[config.mk]
export PLATFORM = sky130hd
export DESIGN_NAME = sar_conversion_sequencer
export DESIGN_NICKNAME = d
export VERILOG_FILES = /design/src/rtl/sar_pkg.sv /design/src/rtl/sar_conversion_sequencer.sv
export VERILOG_INCLUDE_DIRS = /design/src /design/src/rtl
export SDC_FILE = /design/constraint.sdc
export NUM_CORES = 1
export LEC_CHECK = 0
export ABC_AREA = 1
export BUFFER_PORTS_ARGS = -buffer_cell sky130_fd_sc_hd__buf_2
export CAP_MARGIN = 15
export CORE_ASPECT_RATIO = 1.5
export CORE_UTILIZATION = 45
export DETAILED_ROUTE_END_ITERATION = 8
export PLACE_DENSITY = 0.72
export SYNTH_ARGS = -nofsm -noshare
export SYNTH_HDL_FRONTEND = slang
export SYNTH_SLANG_ARGS = --single-unit
[constraint.sdc]
create_clock -name core_clk -period 2.32 [get_ports core_clk]
set_clock_uncertainty 0.05 [all_clocks]
set_input_delay 0.348 -clock core_clk [delete_from_list [all_inputs] [get_ports core_clk]]
set_output_delay 0.348 -clock core_clk [all_outputs]
set_load 0.02 [all_outputs]
[src/rtl/sar_cfg.svh]
// Operation
// - Host rising edge on conversion start ends acquisition and begins conversion.
// - Open both comparator-node ground switches first, then move arrays to ground.
// - Convert the input held at the end of acquisition, never a later value.
// - Sixteen binary-weighted elements per side give a 16-bit result.
// - Trials run from MSB to LSB, each half the previous weight.
// - After the last trial: back to acquisition, form code, signal busy end.
// - Conversion timed by an internal clock, no serial clock needed.
// - All options set through one 14-bit configuration register over the serial port.
// - Results readable after conversion only, always with the configuration appended.
// - Each result belongs to the latest conversion, no pipeline latency.
// - Start pin held low during conversion enables busy on the serial output.
// - Configuration writes accepted both during and after a conversion.
// - Serial clock shifts results out and configuration in, MSB first.
// - Straight binary in unipolar modes, twos complement in bipolar modes.
`ifndef SAR_CFG_SVH
`define SAR_CFG_SVH
`define SAR_RES_BITS     16
`define SAR_CFG_BITS     14
`define SAR_CONV_DIV     4
`define SAR_CFG_RESET    14'h3fff
`define SAR_CFG_MODE_HI  12
`define SAR_CFG_MODE_LO  10
`define SAR_CFG_RB_BIT   0
`define SAR_MODE_BIPOLAR 3'h2
`define SAR_MAX_KSPS     250
`endif

[src/rtl/sar_pkg.sv]
package sar_pkg;
  typedef enum logic [1:0] {
    SAR_ACQ     = 2'b00,
    SAR_FLOAT   = 2'b01,
    SAR_HOLD    = 2'b10,
    SAR_TRIAL   = 2'b11
  } sar_state_t;
endpackage : sar_pkg

[src/rtl/sar_conversion_sequencer.sv]
`timescale 1ns/1ps
`default_nettype none
`include "sar_cfg.svh"
module sar_conversion_sequencer #(
  parameter int RES_BITS = `SAR_RES_BITS,
  parameter int CFG_BITS = `SAR_CFG_BITS,
  parameter int CONV_DIV = `SAR_CONV_DIV
) (
  // Clock and reset
  input  wire logic                core_clk,
  input  wire logic                resetn,
  // Host pins
  input  wire logic                conv_start_pin,
  input  wire logic                sck,
  input  wire logic                din,
  output logic                     serial_result_out,
  output logic                     serial_result_oe,
  // Analog array control
  output logic                     pos_node_ground_switch,
  output logic                     neg_node_ground_switch,
  output logic                     array_to_inputs,
  output logic [RES_BITS-1:0]      dac_trial,
  input  wire logic                comparator_high,
  // Status
  output logic                     conv_busy,
  output logic [CFG_BITS-1:0]      active_cfg
);

  localparam int SH_BITS = RES_BITS + CFG_BITS;
  localparam int BW      = $clog2(SH_BITS + 1);

  // Comparator is resampled through two flops, so a tick must outlast that delay
  // The tick divider is eight bits wide, which caps the divide ratio at 256
  if (CONV_DIV < 4 || CONV_DIV > 256 ||
      RES_BITS != `SAR_RES_BITS || CFG_BITS != `SAR_CFG_BITS) begin : g_bad_params
    $error("sar_conversion_sequencer: unsupported parameters");
  end

  function automatic logic [RES_BITS-1:0] code_format(input logic [RES_BITS-1:0] raw,
                                                      input logic [CFG_BITS-1:0] cfg);
    code_format = raw;
    if (cfg[`SAR_CFG_MODE_HI:`SAR_CFG_MODE_LO] == `SAR_MODE_BIPOLAR)
      code_format[RES_BITS-1] = ~raw[RES_BITS-1];
  endfunction : code_format

  // Input synchronisers
  // Edge detectors reset to the idle-low pin level, so reset release shows no false edge
  logic [1:0] start_s_q, sck_s_q, din_s_q, cmp_s_q;
  logic       start_p_q, sck_p_q;
  always_ff @(posedge core_clk or negedge resetn) begin
    if (!resetn) begin
      start_s_q <= 2'h0;
      sck_s_q   <= 2'h0;
      din_s_q   <= 2'h0;
      cmp_s_q   <= 2'h0;
      start_p_q <= 1'b0;
      sck_p_q   <= 1'b0;
    end else begin
      start_s_q <= {start_s_q[0], conv_start_pin};
      sck_s_q   <= {sck_s_q[0], sck};
      din_s_q   <= {din_s_q[0], din};
      cmp_s_q   <= {cmp_s_q[0], comparator_high};
      start_p_q <= start_s_q[1];
      sck_p_q   <= sck_s_q[1];
    end
  end

  logic start_lvl, start_rise, sck_rise, sck_fall, din_v, cmp_v;
  assign start_lvl  = start_s_q[1];
  assign start_rise = start_lvl & ~start_p_q;
  assign sck_rise   = sck_s_q[1] & ~sck_p_q;
  assign sck_fall   = ~sck_s_q[1] & sck_p_q;
  assign din_v      = din_s_q[1];
  assign cmp_v      = cmp_s_q[1];

  // Sequencer state
  sar_pkg::sar_state_t  st_q, st_d;
  logic [7:0]           div_q, div_d;
  logic [RES_BITS-1:0]  bit_q, bit_d;
  logic [RES_BITS-1:0]  trial_q, trial_d;
  logic                 tick;

  // Serial state
  logic [SH_BITS-1:0]   sh_q, sh_d;
  logic [CFG_BITS-1:0]  cin_q, cin_d;
  logic [BW-1:0]        cin_cnt_q, cin_cnt_d;
  logic [CFG_BITS-1:0]  pend_q, pend_d;
  logic                 pend_v_q, pend_v_d;
  logic [CFG_BITS-1:0]  cfg_q, cfg_d;
  logic [CFG_BITS-1:0]  used_q, used_d;
  logic                 pend_set;

  assign pend_set = !start_lvl && sck_rise && cin_cnt_q == BW'(CFG_BITS - 1);

  assign tick = (div_q == 8'(CONV_DIV - 1));

  always_comb begin
    st_d    = st_q;
    // Divider idles at zero in acquisition, so every conversion has the same length
    div_d   = (st_q == sar_pkg::SAR_ACQ || tick) ? 8'h00 : div_q + 8'h01;
    bit_d   = bit_q;
    trial_d = trial_q;
    used_d  = used_q;
    cfg_d   = cfg_q;
    pend_v_d = pend_v_q;
    sh_d    = sh_q;
    unique case (st_q)
      sar_pkg::SAR_ACQ: begin
        if (start_rise) begin
          st_d    = sar_pkg::SAR_FLOAT;
          trial_d = '0;
          if (pend_v_q) begin
            cfg_d    = pend_q;
            used_d   = pend_q;
            pend_v_d = 1'b0;
          end else begin
            used_d = cfg_q;
          end
        end
      end
      sar_pkg::SAR_FLOAT: begin
        if (tick)
          st_d = sar_pkg::SAR_HOLD;
      end
      sar_pkg::SAR_HOLD: begin
        // Arrays now hold the sample; trials open at mid-scale
        if (tick) begin
          st_d    = sar_pkg::SAR_TRIAL;
          bit_d   = {1'b1, {(RES_BITS-1){1'b0}}};
          trial_d = {1'b1, {(RES_BITS-1){1'b0}}};
        end
      end
      sar_pkg::SAR_TRIAL: begin
        if (tick) begin
          // Keep the bit if the held sample is still at or above the trial level
          trial_d = cmp_v ? trial_q : (trial_q & ~bit_q);
          if (bit_q[0]) begin
            st_d = sar_pkg::SAR_ACQ;
            // Result replaces the shifter right away, so no stale code is read
            sh_d = {code_format(cmp_v ? trial_q : (trial_q & ~bit_q), used_q),
                    used_q};
          end else begin
            bit_d   = bit_q >> 1;
            trial_d = (cmp_v ? trial_q : (trial_q & ~bit_q)) | (bit_q >> 1);
          end
        end
      end
    endcase
    // A shift edge landing on the result load is dropped, so the fresh result keeps its MSB
    if (sck_fall && !start_lvl && !(st_q == sar_pkg::SAR_TRIAL && st_d == sar_pkg::SAR_ACQ))
      sh_d = {sh_q[SH_BITS-2:0], 1'b0};
    // A completed word is flagged last, so it wins over any consume in the same cycle
    if (pend_set)
      pend_v_d = 1'b1;
  end

  // Configuration intake runs independently of the converter state
  // A partial word is dropped when the pin rises, since the bit count restarts
  always_comb begin
    cin_d     = cin_q;
    cin_cnt_d = cin_cnt_q;
    pend_d    = pend_q;
    if (start_lvl) begin
      cin_cnt_d = '0;
    end else if (sck_rise && cin_cnt_q < BW'(CFG_BITS)) begin
      cin_d     = {cin_q[CFG_BITS-2:0], din_v};
      cin_cnt_d = cin_cnt_q + BW'(1);
      if (cin_cnt_q == BW'(CFG_BITS - 1))
        pend_d = {cin_q[CFG_BITS-2:0], din_v};
    end
  end

  always_ff @(posedge core_clk or negedge resetn) begin
    if (!resetn) begin
      st_q      <= sar_pkg::SAR_ACQ;
      div_q     <= 8'h00;
      bit_q     <= '0;
      trial_q   <= '0;
      sh_q      <= '0;
      cin_q     <= '0;
      cin_cnt_q <= '0;
      pend_q    <= `SAR_CFG_RESET;
      pend_v_q  <= 1'b0;
      cfg_q     <= `SAR_CFG_RESET;
      used_q    <= `SAR_CFG_RESET;
    end else begin
      st_q      <= st_d;
      div_q     <= div_d;
      bit_q     <= bit_d;
      trial_q   <= trial_d;
      sh_q      <= sh_d;
      cin_q     <= cin_d;
      cin_cnt_q <= cin_cnt_d;
      pend_q    <= pend_d;
      pend_v_q  <= pend_v_d;
      cfg_q     <= cfg_d;
      used_q    <= used_d;
    end
  end

  // The configuration word always trails the result
  // A host that wants only the code stops after sixteen clocks and loses nothing
  logic shift_msb;
  assign shift_msb = sh_q[SH_BITS-1];

  always_comb begin
    conv_busy              = (st_q != sar_pkg::SAR_ACQ);
    pos_node_ground_switch = (st_q == sar_pkg::SAR_ACQ);
    neg_node_ground_switch = (st_q == sar_pkg::SAR_ACQ);
    array_to_inputs        = (st_q == sar_pkg::SAR_ACQ || st_q == sar_pkg::SAR_FLOAT);
    dac_trial              = trial_q;
    active_cfg             = cfg_q;
    serial_result_oe       = !start_lvl;
    if (start_lvl)
      serial_result_out = 1'b0;
    else if (conv_busy)
      serial_result_out = 1'b1;
    else
      serial_result_out = shift_msb;
  end

endmodule : sar_conversion_sequencer
`default_nettype wire

# ---- Word-level counts from Yosys, hierarchy flattened
# Cells that the tools add are included.
# W data, S select, Z words.
dict set report word_totals {
  regBits 129
  word_cells 98
  in_bits 6
}
dict set report op_classes {
  n_mux 28
  magnitude_cmp 1
  add_sub_neg 2
  n_eq_ne 10
  bitwise_logic 11
  n_reduce_logical 29
}
# op n
set ops {}
lappend ops {{$mux W30} 4}
lappend ops {{$mux W16} 7}
lappend ops {{$pmux W16 S3} 1}
lappend ops {{$pmux W16 S2} 1}
lappend ops {{$and A16 B16 Y16} 1}
lappend ops {{$not A16 Y16} 1}
lappend ops {{$or A16 B15 Y16} 1}
lappend ops {{$reduce_bool A2 Y1} 8}
lappend ops {{$reduce_and A3 Y1} 4}
lappend ops {{$mux W2} 5}
lappend ops {{$mux W5} 2}
lappend ops {{$add A8 B1 Y8 const B} 1}
lappend ops {{$eq A8 B2 Y1 const B} 1}
lappend ops {{$mux W8} 1}
lappend ops {{$pmux W2 S4} 1}
lappend ops {{$reduce_and A4 Y1} 2}
lappend ops {{$logic_and A1 B1 Y1} 6}
lappend ops {{$mux W1} 6}
lappend ops {{$ne A2 B2 Y1 const B} 3}
lappend ops {{$add A5 B1 Y5 const B} 1}
lappend ops {{$eq A5 B4 Y1 const B} 1}
lappend ops {{$lt A5 B4 Y1 const B} 1}
lappend ops {{$not A1 Y1} 5}
lappend ops {{$eq A2 B2 Y1 const B} 2}
lappend ops {{9 further kinds} 15}

# ---- Longest topological paths before layout
# Gate-level depths: netlist (run 1).
dict set report depth {
  ltp_word 10
  ltp_mapped 10
}

# ---- Worst setup path before layout (run 1)
# Ideal clock, no wire load.
dict set report synth_timing {
  path_type {reg2out}
  startpoint {register st_q[0]}
  endpoint {output port serial_result_out}
  arrival_time_ns 1.374
  path_buffers 1
  path_stages_with_launch 6
  slack_ns 0.548
  required_time_ns 1.922
  path_cell_list {dfrtp_1 clkbuf_2 nor2_1 inv_1 nor2_1 nor2_1}
}
dict set report synth_between {
  elab_chain_cells 3
}
# element line_no
set synth_lines {}
lappend synth_lines {{start: declaration} sar_conversion_sequencer.sv:77} ;# sar_pkg::sar_state_t st_q, st_d;
lappend synth_lines {{start signal: assignment} sar_conversion_sequencer.sv:175} ;# st_q <= sar_pkg::SAR_ACQ;
lappend synth_lines {{start signal: assignment} sar_conversion_sequencer.sv:187} ;# st_q <= st_d;
lappend synth_lines {{$reduce_bool A2 Y1} sar_conversion_sequencer.sv:207} ;# conv_busy = (st_q != sar_pkg::SAR_ACQ);
lappend synth_lines {{via conv_busy} sar_conversion_sequencer.sv:25} ;# output logic conv_busy,
lappend synth_lines {{$mux W1} sar_conversion_sequencer.sv:216} ;# else if (conv_busy)
lappend synth_lines {{$mux W1} sar_conversion_sequencer.sv:214} ;# if (start_lvl)
lappend synth_lines {{end: declaration} sar_conversion_sequencer.sv:16} ;# output logic serial_result_out,
# The timed path passes the listed nets, and every way through them passes these cells.

# ---- Worst setup path after layout (run 1)
dict set report layout_timing {
  startpoint {register st_q[0]}
  endpoint {output port serial_result_out}
}
dict set report layout_between {
  elab_chain_cells 3
}
# element line_no
set layout_lines {}
lappend layout_lines {{$reduce_bool A2 Y1} sar_conversion_sequencer.sv:207}
lappend layout_lines {{$mux W1} sar_conversion_sequencer.sv:216}
lappend layout_lines {{$mux W1} sar_conversion_sequencer.sv:214}
# No other way between the ends.

==> flow_metrics.py, run 1 <==
metrics = {
    "run_status": {
        "status": "finished clean",
    },
    "cells_and_area": {
        "nets": 734,
        "nFillCells": 1104,
        "seqCellArea_mm2": 0.003263,
        "drive_gt1_share_pct": 16.94,
        "area_growth_pct": 15.98,
        "final_cell_mix": "nand2_1, dfrtp_1, o21ai_0",
        "finalInstanceArea_mm2": 0.006630,
        "antenna_cells": 0,
        "multi_input_area_mm2": 0.002115,
        "final_common_cell": "nand2_1",
    },
    "global_route": {
        "overflow": 0,
        "grt.met3_usage_pct": 4.995,
        "top_usage_layer": "met2",
        "met1_usage_pct": 23.54,
        "grt_usage_pct": 20.75,
        "grt_pass1_vias": 4620,
        "grt_util_met2_pct": 37.07,
        "grt_max_degree": 59,
        "grt_pass1_wl_mm": 21.24,
        "antenna_found_initial": 0,
    },
    "timing": {
        "rsz0062_at_grt": "no",
        "finalCritPeriodShare_pct": 87.17,
        "holdWs_ns": 0.2961,
        "tns_ns": 0,
        "slew_headroom_pct": 61.64,
        "max_freq_ghz": 0.4945,
        "setup_slack_ns": 0.2978,
        "setup_viol": 0,
        "hold_viol": 0,
        "slew_viol_final": 0,
        "period_needed_ns": 2.022,
        "tightest_slew_ns": 0.5748,
    },
    "logic_synthesis": {
        "synth.distinct_cells": 31,
        "avgSynthCellArea_um2": 8.407,
        "postSynthCellCount": 680,
        "ys_seq_area_share_pct": 57.08,
        "async_flop_share_pct": 100.0,
        "synth_nets": 689,
        "syn-cell-area_mm2": 0.005717,
        "synth-seq-cells": 129,
        "synth_edf_count": 0,
        "synth_ff_type": "dfrtp_1",
        "ys.warnings.count": 0,
    },
    "floorplan": {
        "die_h_um": 140.0,
        "num_rows": 50,
        "initial_core_util_pct": 45.92,
        "ios": 42,
        "core_mm2": 0.01245,
        "die_w_um": 94.03,
        "dieArea_mm2": 0.01317,
    },
    "setup_path": {
        "critPathMaxStageDelay_ns": 0.47,
        "cpMostUsedCell": "nor2_1",
        "timing.rr.start": "div_q[0]$_DFF_PN0_",
        "crit_type": "flip-flop to output pin",
        "r2r_setup_slack_ns": 0.38,
        "rr_endpoint": "dac_trial[15]$_DFFE_PN0P_",
        "reg2reg_depth": 9,
        "path_max_fanout": 8,
        "end_kind": "output pin",
        "required_ns": 1.92,
        "path_cells": "nor2_1 -> inv_1 -> nor2_1 -> nor2_1 -> buf_2",
        "start_kind": "flip-flop",
        "crit_slowest_cell": "dfrtp_1",
        "worstPathArrival_ns": 1.62,
    },
    "place": {
        "place_ws_ns": 0.3763,
        "dpl.hpwl_mm": 8.708,
        "port_buffers": 41,
        "placed_area_mm2": 0.006063,
        "routabilityCongestion": 0.8339,
    },
    "clock_network": {
        "insertion_delay_ns": 0.41,
        "cts_tree": "yes",
        "ctsResizeCount": 0,
        "numClockSinks": 129,
        "cts_made_buffers": 17,
        "root_buffer": "clkbuf_16",
        "h-tree-depth": 4,
        "clock_path_buffers": 2,
        "cts.clk_slew.worst_paths_ns": 0.05,
    },
    "routing": {
        "vias_per_cell": 5.202,
        "antenna_left": 0,
        "vias": 4651,
        "drtIter0Drc": 339,
        "drc": 0,
        "wl_mm": 12.57,
        "first_pass_iters": 4,
        "wire_per_inst_um": 14.06,
    },
    "power": {
        "power.density_mw_per_mm2": 902.4,
        "cellLeakagePower_nw": 3.365,
        "power.total_mw": 5.983,
        "ir_worst_vdd_mv": 0.5419,
    },
    "flow_run": {
        "max_cap_violations": 0,
    },
    "min_path": {
        "whs_endpoint": "start_s_q[1]$_DFF_PN0_",
        "hold_start": "start_s_q[0]$_DFF_PN0_",
        "hold_class": "flip-flop to flip-flop",
        "whs_path_depth": 0,
    },
}
## state kept, by name, indices dropped and copies added (netlist names), 5 cells and up
| signal | count |
|---|---|
| div_q | 8 |
| used_q | 14 |
| bit_q | 16 |
| pend_q | 14 |
| cin_cnt_q | 5 |
| cin_q | 13 |
| dac_trial | 16 |
| sh_q | 30 |
## final cells by class
class,instances,share of cell area (%)
Inverter,42,2.378
Clock buffer,18,6.473
Tap cell,156,2.944
Sequential cell,129,49.22
Timing Repair Buffer,61,5.775
Multi-Input combinational cell,474,31.89
Clock inverter,14,1.321
## worst max-delay path by stage
stage	slack (ns)	endpoint	from
6_report	0.30	serial_result_out	st_q[0]$_DFF_PN0_
3_5_place_dp	0.38	bit_q[11]$_DFFE_PN0P_	div_q[0]$_DFF_PN0_
5_1_grt	0.12	serial_result_out	st_q[0]$_DFF_PN0_
4_1_cts	0.27	serial_result_out	st_q[0]$_DFF_PN0_
2_1_floorplan	0.55	serial_result_out	st_q[0]$_DFF_PN0_
3_3_place_gp	0.42	dac_trial[4]$_DFFE_PN0P_	div_q[0]$_DFF_PN0_
## stage by stage
stage,std cells,util (%)
2_1_floorplan,680,-
6_report,894,53.26
3_3_place_gp,857,48.70
5_1_grt,894,53.26
4_1_cts,894,53.26
3_5_place_dp,857,48.70
## power by group
| part | total, mW | internal (mW) | switching, mW | leakage (nW) |
|---|---|---|---|---|
| Clock | 2.33 | 1.36 | 0.975 | 0.266 |
| Sequential | 2.67 | 2.48 | 0.186 | 1.61 |
| Combinational | 0.981 | 0.282 | 0.699 | 1.49 |
## synthesized netlist by cell type (all sizes together), types with 2 or more instances
| cell type | instances | share of area, % |
|---|---|---|
| nand2 | 245 | 16 |
| dfrtp | 101 | 44 |
| o21ai | 87 | 7.6 |
| nand3 | 70 | 6.2 |
| inv | 42 | 2.8 |
| nor2 | 34 | 2.5 |
| dfstp | 28 | 13 |
| a21oi | 22 | 1.9 |
| buf | 20 | 2.2 |
| clkbuf | 15 | 1.0 |
| ha | 3 | 0.66 |
| nor3 | 3 | 0.46 |
| nand3b | 2 | 0.26 |
| nor3b | 2 | 0.26 |
| xor2 | 2 | 0.31 |
## logic make-up (layout without fill, tap and decap cells)
logic type               after synthesis  after routing  share of synthesized area [%]
buffers and inverters                 77            135                          5.931
XOR/XNOR                               3              3                         0.4597
adder cells (fa/ha/maj)                3              3                         0.6567
flip-flops                           129            129                          57.08
AND/OR/NAND/NOR                      359            359                          26.33
AO/OA/AOI/OAI                        109            109                          9.543
## critical path, delay by kind of cell (launching register included)
kind	cells	cell delay (ns)
buffers and inverters	2	0.30
AND/OR/NAND/NOR	3	0.46
flip-flops	1	0.47
## layer usage
layer,vias up,share of wire [%]
met5,-,0
li1,2284,-
met3,19,3.6
met4,0,2.0
met1,2235,40
met2,113,54
## what timing repair did
| item | in CTS | in global routing |
|---|---|---|
| hold buffers | 5 | 0 |
| buffers inserted | 0 | 0 |
| hold endpoints to repair | 24 | 0 |
(Power assumes the default switching activity.)
==> inputs of run 2 (changes only) <==
--- a/config.mk
+++ b/config.mk
@@ -6,13 +6,12 @@
 export SDC_FILE = /design/constraint.sdc
 export NUM_CORES = 1
 export LEC_CHECK = 0
-export ABC_AREA = 1
 export BUFFER_PORTS_ARGS = -buffer_cell sky130_fd_sc_hd__buf_2
 export CAP_MARGIN = 15
 export CORE_ASPECT_RATIO = 1.5
 export CORE_UTILIZATION = 45
 export DETAILED_ROUTE_END_ITERATION = 8
-export PLACE_DENSITY = 0.72
+export PLACE_DENSITY = 0.73
 export SYNTH_ARGS = -nofsm -noshare
 export SYNTH_HDL_FRONTEND = slang
 export SYNTH_SLANG_ARGS = --single-unit
==> run 2 against run 1 <==
Combinational power decreased by 9.5%; sequential share of layout area increased by 0.38 points; fmax decreased by 2.1%; first-iteration DRC count decreased by 38%; utilization increased by 1.5 points; flip-flop and latch count unchanged; hold slack improved by 0.00056 ns; worst setup slack got worse by 0.043 ns; area after synthesis decreased by 2.5%; largest power group unchanged; highest routed layer unchanged.
==> flow_metrics.py, run 2 <==
metrics = {
    "setup_path": {
        "path_cells": "ha_1 -> nor3b_2 -> nand3_2 -> nand2_2 -> mux2_2",
        "cp.depth": 5,
        "required_ns": 2.55,
        "path_max_fanout": 15,
        "worstPathArrival_ns": 2.30,
        "crit_type": "flip-flop to flip-flop",
        "crit_slowest_cell": "dfrtp_1",
        "start_kind": "flip-flop",
        "path_buf_inv": 0,
        "end_kind": "flip-flop",
        "critPathMaxStageDelay_ns": 0.40,
        "reg2reg_depth": 5,
        "crit_family": "simple AND/OR/NAND/NOR gates",
    },
    "floorplan": {
        "dieArea_mm2": 0.01284,
        "die_w_um": 92.85,
        "initial_core_util_pct": 46.37,
        "die_h_um": 138.3,
        "core_mm2": 0.01202,
        "num_rows": 49,
        "ios": 42,
    },
    "clock_network": {
        "cts_made_buffers": 17,
        "ctsResizeCount": 0,
        "cts_tree": "yes",
        "root_buffer": "clkbuf_16",
        "clock_path_buffers": 2,
        "post_cts_buffers": 0,
        "cts.clk_slew.worst_paths_ns": 0.05,
        "insertion_delay_ns": 0.41,
        "h-tree-depth": 4,
        "numClockSinks": 129,
    },
    "routing": {
        "wire_per_inst_um": 15.62,
        "vias": 3576,
        "antenna_left": 0,
        "drtIter0Drc": 210,
        "vias_per_cell": 5.306,
        "wl_mm": 10.53,
        "drc": 0,
        "first_pass_iters": 4,
    },
    "cells_and_area": {
        "largest_register": "sh_q",
        "largest_register_ffs": 30,
        "drive_gt1_share_pct": 37.43,
        "nets": 517,
        "finalInstanceArea_mm2": 0.006579,
        "area_growth_pct": 18.08,
        "antenna_cells": 0,
        "final_common_cell": "dfrtp_1",
        "final_cell_mix": "dfrtp_1, mux2_2, buf_2",
    },
    "power": {
        "cellLeakagePower_nw": 3.040,
        "p_sw_mw": 1.702,
        "p_int_mw": 4.426,
        "p_clk_share_pct": 41.9,
        "switching_share_pct": 27.77,
        "combPwrFrac_pct": 14.5,
        "seqPwrFrac_pct": 43.6,
        "ir_worst_vdd_mv": 0.7027,
        "power.density_mw_per_mm2": 931.4,
    },
    "place": {
        "placed_area_mm2": 0.005946,
        "port_buffers": 41,
        "routabilityCongestion": 0.7443,
        "place_ws_ns": 0.2735,
        "dpl.hpwl_mm": 6.943,
    },
    "run_status": {
        "status": "finished clean",
    },
    "logic_synthesis": {
        "ys_seq_area_share_pct": 58.57,
        "synth.distinct_cells": 43,
        "avgSynthCellArea_um2": 12.22,
        "synth_common_cells": "dfrtp_1, mux2_2, nand2_1",
        "syn-cell-area_mm2": 0.005572,
        "synthTopCellsByArea": "dfrtp_1, dfstp_2, mux2_2",
        "synth_ff_type": "dfrtp_1",
        "postSynthCellCount": 456,
        "async_flop_share_pct": 100.0,
        "synth_top_cell_by_area": "dfrtp_1",
        "synth_most_common_cell": "dfrtp_1",
        "synth-seq-cells": 129,
        "ys.warnings.count": 0,
        "synth_top_area_share_pct": 45.36,
        "synth_edf_count": 0,
        "synth_nets": 465,
    },
    "timing": {
        "tightest_slew_ns": 0.5355,
        "period_needed_ns": 2.066,
        "hold_viol": 0,
        "max_freq_ghz": 0.4841,
        "slew_viol_final": 0,
        "setup_viol": 0,
        "setup_slack_ns": 0.2544,
        "finalCritPeriodShare_pct": 89.03,
        "tns_ns": 0,
        "slew_headroom_pct": 64.26,
        "rsz0062_at_grt": "no",
    },
    "min_path": {
        "hold_class": "flip-flop to flip-flop",
        "whs_path_depth": 0,
    },
    "global_route": {
        "grt_pass1_vias": 3787,
        "grt_usage_pct": 17.89,
        "antenna_found_initial": 0,
        "overflow": 0,
        "grt_pass1_wl_mm": 18.14,
        "grt_max_degree": 62,
    },
    "flow_run": {
        "max_cap_violations": 0,
    },
}
run 2: power by group through the flow:
| stage | registers [mW] | logic, mW | clock network [mW] |
|---|---|---|---|
| 6_report | 2.67 | 0.888 | 2.57 |
| 5_1_grt | 2.70 | 0.984 | 2.72 |
| 4_1_cts | 2.67 | 0.903 | 2.62 |
| 3_5_place_dp | 2.71 | 0.891 | 0 |
| 3_3_place_gp | 2.69 | 0.861 | 0 |
| 2_1_floorplan | 2.65 | 0.664 | 0 |
run 2: path summary, 6_finish.rpt:
path	start	to	slack, ns
worst max-delay path	div_q[0]$_DFF_PN0_	dac_trial[1]$_DFFE_PN0P_	0.25
worst min-delay path	din_s_q[0]$_DFF_PN0_	din_s_q[1]$_DFF_PN0_	0.30
worst max register to register	div_q[0]$_DFF_PN0_	dac_trial[1]$_DFFE_PN0P_	0.25
worst min register to register	din_s_q[0]$_DFF_PN0_	din_s_q[1]$_DFF_PN0_	0.30
max in group asynchronous	resetn	used_q[13]$_DFFE_PN1P_	1.16
min in group asynchronous	resetn	cin_q[3]$_DFFE_PN0P_	0.38
run 2: per-stage QoR:
stage | power, mW | cells | util, % | hold WS, ns
2_1_floorplan | 3.310 | 456 | - | 0.002409
3_3_place_gp | 3.553 | 637 | 49.48 | 0.2699
3_5_place_dp | 3.600 | 637 | 49.48 | 0.2753
4_1_cts | 6.195 | 674 | 54.75 | 0.2979
5_1_grt | 6.408 | 674 | 54.75 | 0.3081
6_report | 6.128 | 674 | 54.75 | 0.2967
run 2: worst reg2reg max path: stages, from the launching register on:
cell	delay, ns
dfrtp_1	0.40
ha_1	0.24
nor3b_2	0.28
nand3_2	0.19
nand2_2	0.39
mux2_2	0.40
run 2: layout make-up:
type | count | area (um^2)
Fill cell | 1018 | 5438
Sequential cell | 129 | 3263
Multi-Input combinational cell | 282 | 2081
Clock buffer | 20 | 446.7
Timing Repair Buffer | 58 | 385.4
Tap cell | 153 | 191.4
Clock inverter | 12 | 136.4
Inverter | 20 | 75.07
run 2: metal layers:
metal | GRT usage [%] | up-vias | share of wire, %
li1 | - | 1705 | -
met1 | 20.90 | 1806 | 41
met2 | 30.77 | 57 | 54
met3 | 5.721 | 8 | 3.3
met4 | 5.911 | 0 | 0.86
met5 | 0 | - | 0
run 2: logic make-up after synthesis:
logic type,synth area share [%]
AND/OR/NAND/NOR,9.881
adder cells (fa/ha/maj),0.6738
XOR/XNOR,1.415
multiplexers,13.65
AO/OA/AOI/OAI,11.61
buffers and inverters,4.199
flip-flops,58.57
run 2: what timing repair did:
action                                 CTS  global route
hold buffers                             5             0
endpoints found under the hold margin   21             0
setup endpoints to repair                0             0
==> inputs of run 3 (changes only) <==
--- a/config.mk
+++ b/config.mk
@@ -9,9 +9,12 @@
 export BUFFER_PORTS_ARGS = -buffer_cell sky130_fd_sc_hd__buf_2
 export CAP_MARGIN = 15
 export CORE_ASPECT_RATIO = 1.5
+export CORE_MARGIN = 2
 export CORE_UTILIZATION = 45
+export CTS_CLUSTER_DIAMETER = 100
 export DETAILED_ROUTE_END_ITERATION = 8
 export PLACE_DENSITY = 0.73
+export SETUP_SLACK_MARGIN = 0.2
 export SYNTH_ARGS = -nofsm -noshare
 export SYNTH_HDL_FRONTEND = slang
 export SYNTH_SLANG_ARGS = --single-unit
==> run 3 against run 2 <==
Cell area is essentially flat; final cell count is the same; combinational power grew 2%; clock power shrank 3%; sequential share of layout area is essentially flat; count of clock-buffer cells in the layout shrank 3; register-to-register slack gained 0.08 ns; power shrank 0.87%; fmax grew 2.5%; die area grew 3.6%; critical endpoint is now serial_result_out.
==> flow_metrics.py, run 3 (synthesized netlist as in run 2, its figures left out) <==
metrics = {
    "run_status": {
        "status": "finished clean",
    },
    "timing": {
        "max_freq_ghz": 0.4964,
        "tns_ns": 0,
        "tightest_slew_ns": 0.5265,
        "slew_viol_final": 0,
        "period_needed_ns": 2.015,
        "setup_viol": 0,
        "setup_slack_ns": 0.3053,
        "slew_headroom_pct": 64.86,
        "hold_viol": 0,
        "rsz0062_at_grt": "yes",
        "finalCritPeriodShare_pct": 86.84,
    },
    "floorplan": {
        "initial_core_util_pct": 46.37,
        "ios": 42,
        "dieArea_mm2": 0.01331,
        "die_h_um": 140.3,
        "core_mm2": 0.01202,
        "die_w_um": 94.85,
        "num_rows": 49,
    },
    "global_route": {
        "grt_pass1_vias": 3754,
        "grt_max_degree": 41,
        "grt_pass1_wl_mm": 18.41,
        "grt_usage_pct": 17.99,
        "antenna_found_initial": 0,
        "overflow": 0,
    },
    "place": {
        "routabilityCongestion": 0.7625,
        "placed_area_mm2": 0.005958,
        "place_ws_ns": 0.2751,
        "port_buffers": 41,
        "place_inst": 637,
        "dpl.hpwl_mm": 7.447,
    },
    "clock_network": {
        "clock_path_buffers": 2,
        "cts_made_buffers": 17,
        "post_cts_buffers": 0,
        "insertion_delay_ns": 0.41,
        "cts_tree": "yes",
        "root_buffer": "clkbuf_16",
        "numClockSinks": 129,
        "cts.clk_slew.worst_paths_ns": 0.06,
        "h-tree-depth": 4,
    },
    "cells_and_area": {
        "final_cell_mix": "dfrtp_1, mux2_2, buf_2",
        "finalInstanceArea_mm2": 0.006583,
        "final_common_cell": "dfrtp_1",
        "drive_gt1_share_pct": 38.39,
        "nFillCells": 1036,
        "antenna_cells": 0,
        "nets": 517,
        "fin_cells": 674,
        "area_growth_pct": 18.15,
        "largest_register_ffs": 30,
        "largest_register": "sh_q",
    },
    "power": {
        "power.density_mw_per_mm2": 922.8,
        "combPwrFrac_pct": 14.9,
        "p_clk_share_pct": 41.0,
        "p_sw_mw": 1.776,
        "cellLeakagePower_nw": 3.029,
        "seqPwrFrac_pct": 44.0,
        "switching_share_pct": 29.23,
        "power.total_mw": 6.074,
        "ir_worst_vdd_mv": 0.6612,
        "p_int_mw": 4.299,
    },
    "routing": {
        "first_pass_iters": 6,
        "antenna_left": 0,
        "vias": 3620,
        "wl_mm": 10.97,
        "drtIter0Drc": 175,
        "wire_per_inst_um": 16.27,
        "vias_per_cell": 5.371,
        "drc": 0,
    },
    "min_path": {
        "hold_class": "flip-flop to flip-flop",
    },
    "setup_path": {
        "required_ns": 1.92,
        "start_kind": "flip-flop",
        "path_max_fanout": 9,
        "end_kind": "output pin",
        "worstPathArrival_ns": 1.62,
        "crit_type": "flip-flop to output pin",
    },
    "flow_run": {
        "max_cap_violations": 0,
    },
}
-- run 3: cell count changes in the layout (fill, tap and decap cells not counted), moves of 2 or more --
cell        delta
clkinv_4       -2
dfrtp_1        -2
inv_6          +3
clkbuf_1       -2
dfrtp_2        +2
clkinvlp_4     +2
-- run 3: area by class of cell --
class	count	area (um^2)	share of cell area, %
tap	153	191.4	2.908
clock inverter	15	135.1	2.053
multi-input combinational	282	2092	31.78
clock buffer	17	425.4	6.463
sequential	129	3266	49.61
timing repair buffer	58	397.9	6.044
inverter	20	75.07	1.140
-- run 3: path summary, 6_finish.rpt --
check / from / end / slack [ns] / cells after the start
worst min-delay path: cmp_s_q[0]$_DFF_PN0_ / cmp_s_q[1]$_DFF_PN0_ / 0.29 / 0
worst max-delay path: st_q[1]$_DFF_PN0_ / serial_result_out / 0.31 / 5
worst max register to register: div_q[0]$_DFF_PN0_ / dac_trial[3]$_DFFE_PN0P_ / 0.33 / 5
worst min register to register: cmp_s_q[0]$_DFF_PN0_ / cmp_s_q[1]$_DFF_PN0_ / 0.29 / 0
min in group asynchronous: resetn / din_s_q[0]$_DFF_PN0_ / 0.34 / 2
max in group asynchronous: resetn / pend_q[11]$_DFFE_PN1P_ / 1.18 / 3
-- run 3: critical path, cell delays in order, from the launching register on --
cell and delay (ns):
dfrtp_2 0.47, nor2_1 0.16, buf_4 0.15, inv_1 0.09
o21a_1 0.17, buf_2 0.16
-- run 3: layer usage --
metal	vias to the layer above	part of all wire, %	track usage [%]
li1	1714	-	-
met1	1820	41	20.88
met2	70	54	30.65
met3	16	3.7	5.218
met4	0	1.3	7.551
met5	-	0	0
-- run 3: timing repair --
item / in CTS / in global routing
gates resized for setup: 0 / 5
setup endpoints to repair: 0 / 32
endpoints found under the hold margin: 18 / 0
hold buffers: 5 / 0
-- run 3: metrics by stage --
stage	hold slack [ns]	util (%)
floorplan	0.002409	-
global placement	0.2391	49.58
detailed placement	0.2435	49.58
CTS	0.2942	54.66
global route	0.2966	54.78
finish	0.2930	54.78
-- run 3: power groups by stage --
stage	clock network (mW)	registers, mW	logic, mW
2_1_floorplan	0	2.65	0.664
3_3_place_gp	0	2.69	0.858
3_5_place_dp	0	2.71	0.897
4_1_cts	2.54	2.67	0.906
5_1_grt	2.65	2.71	0.995
6_report	2.49	2.67	0.907
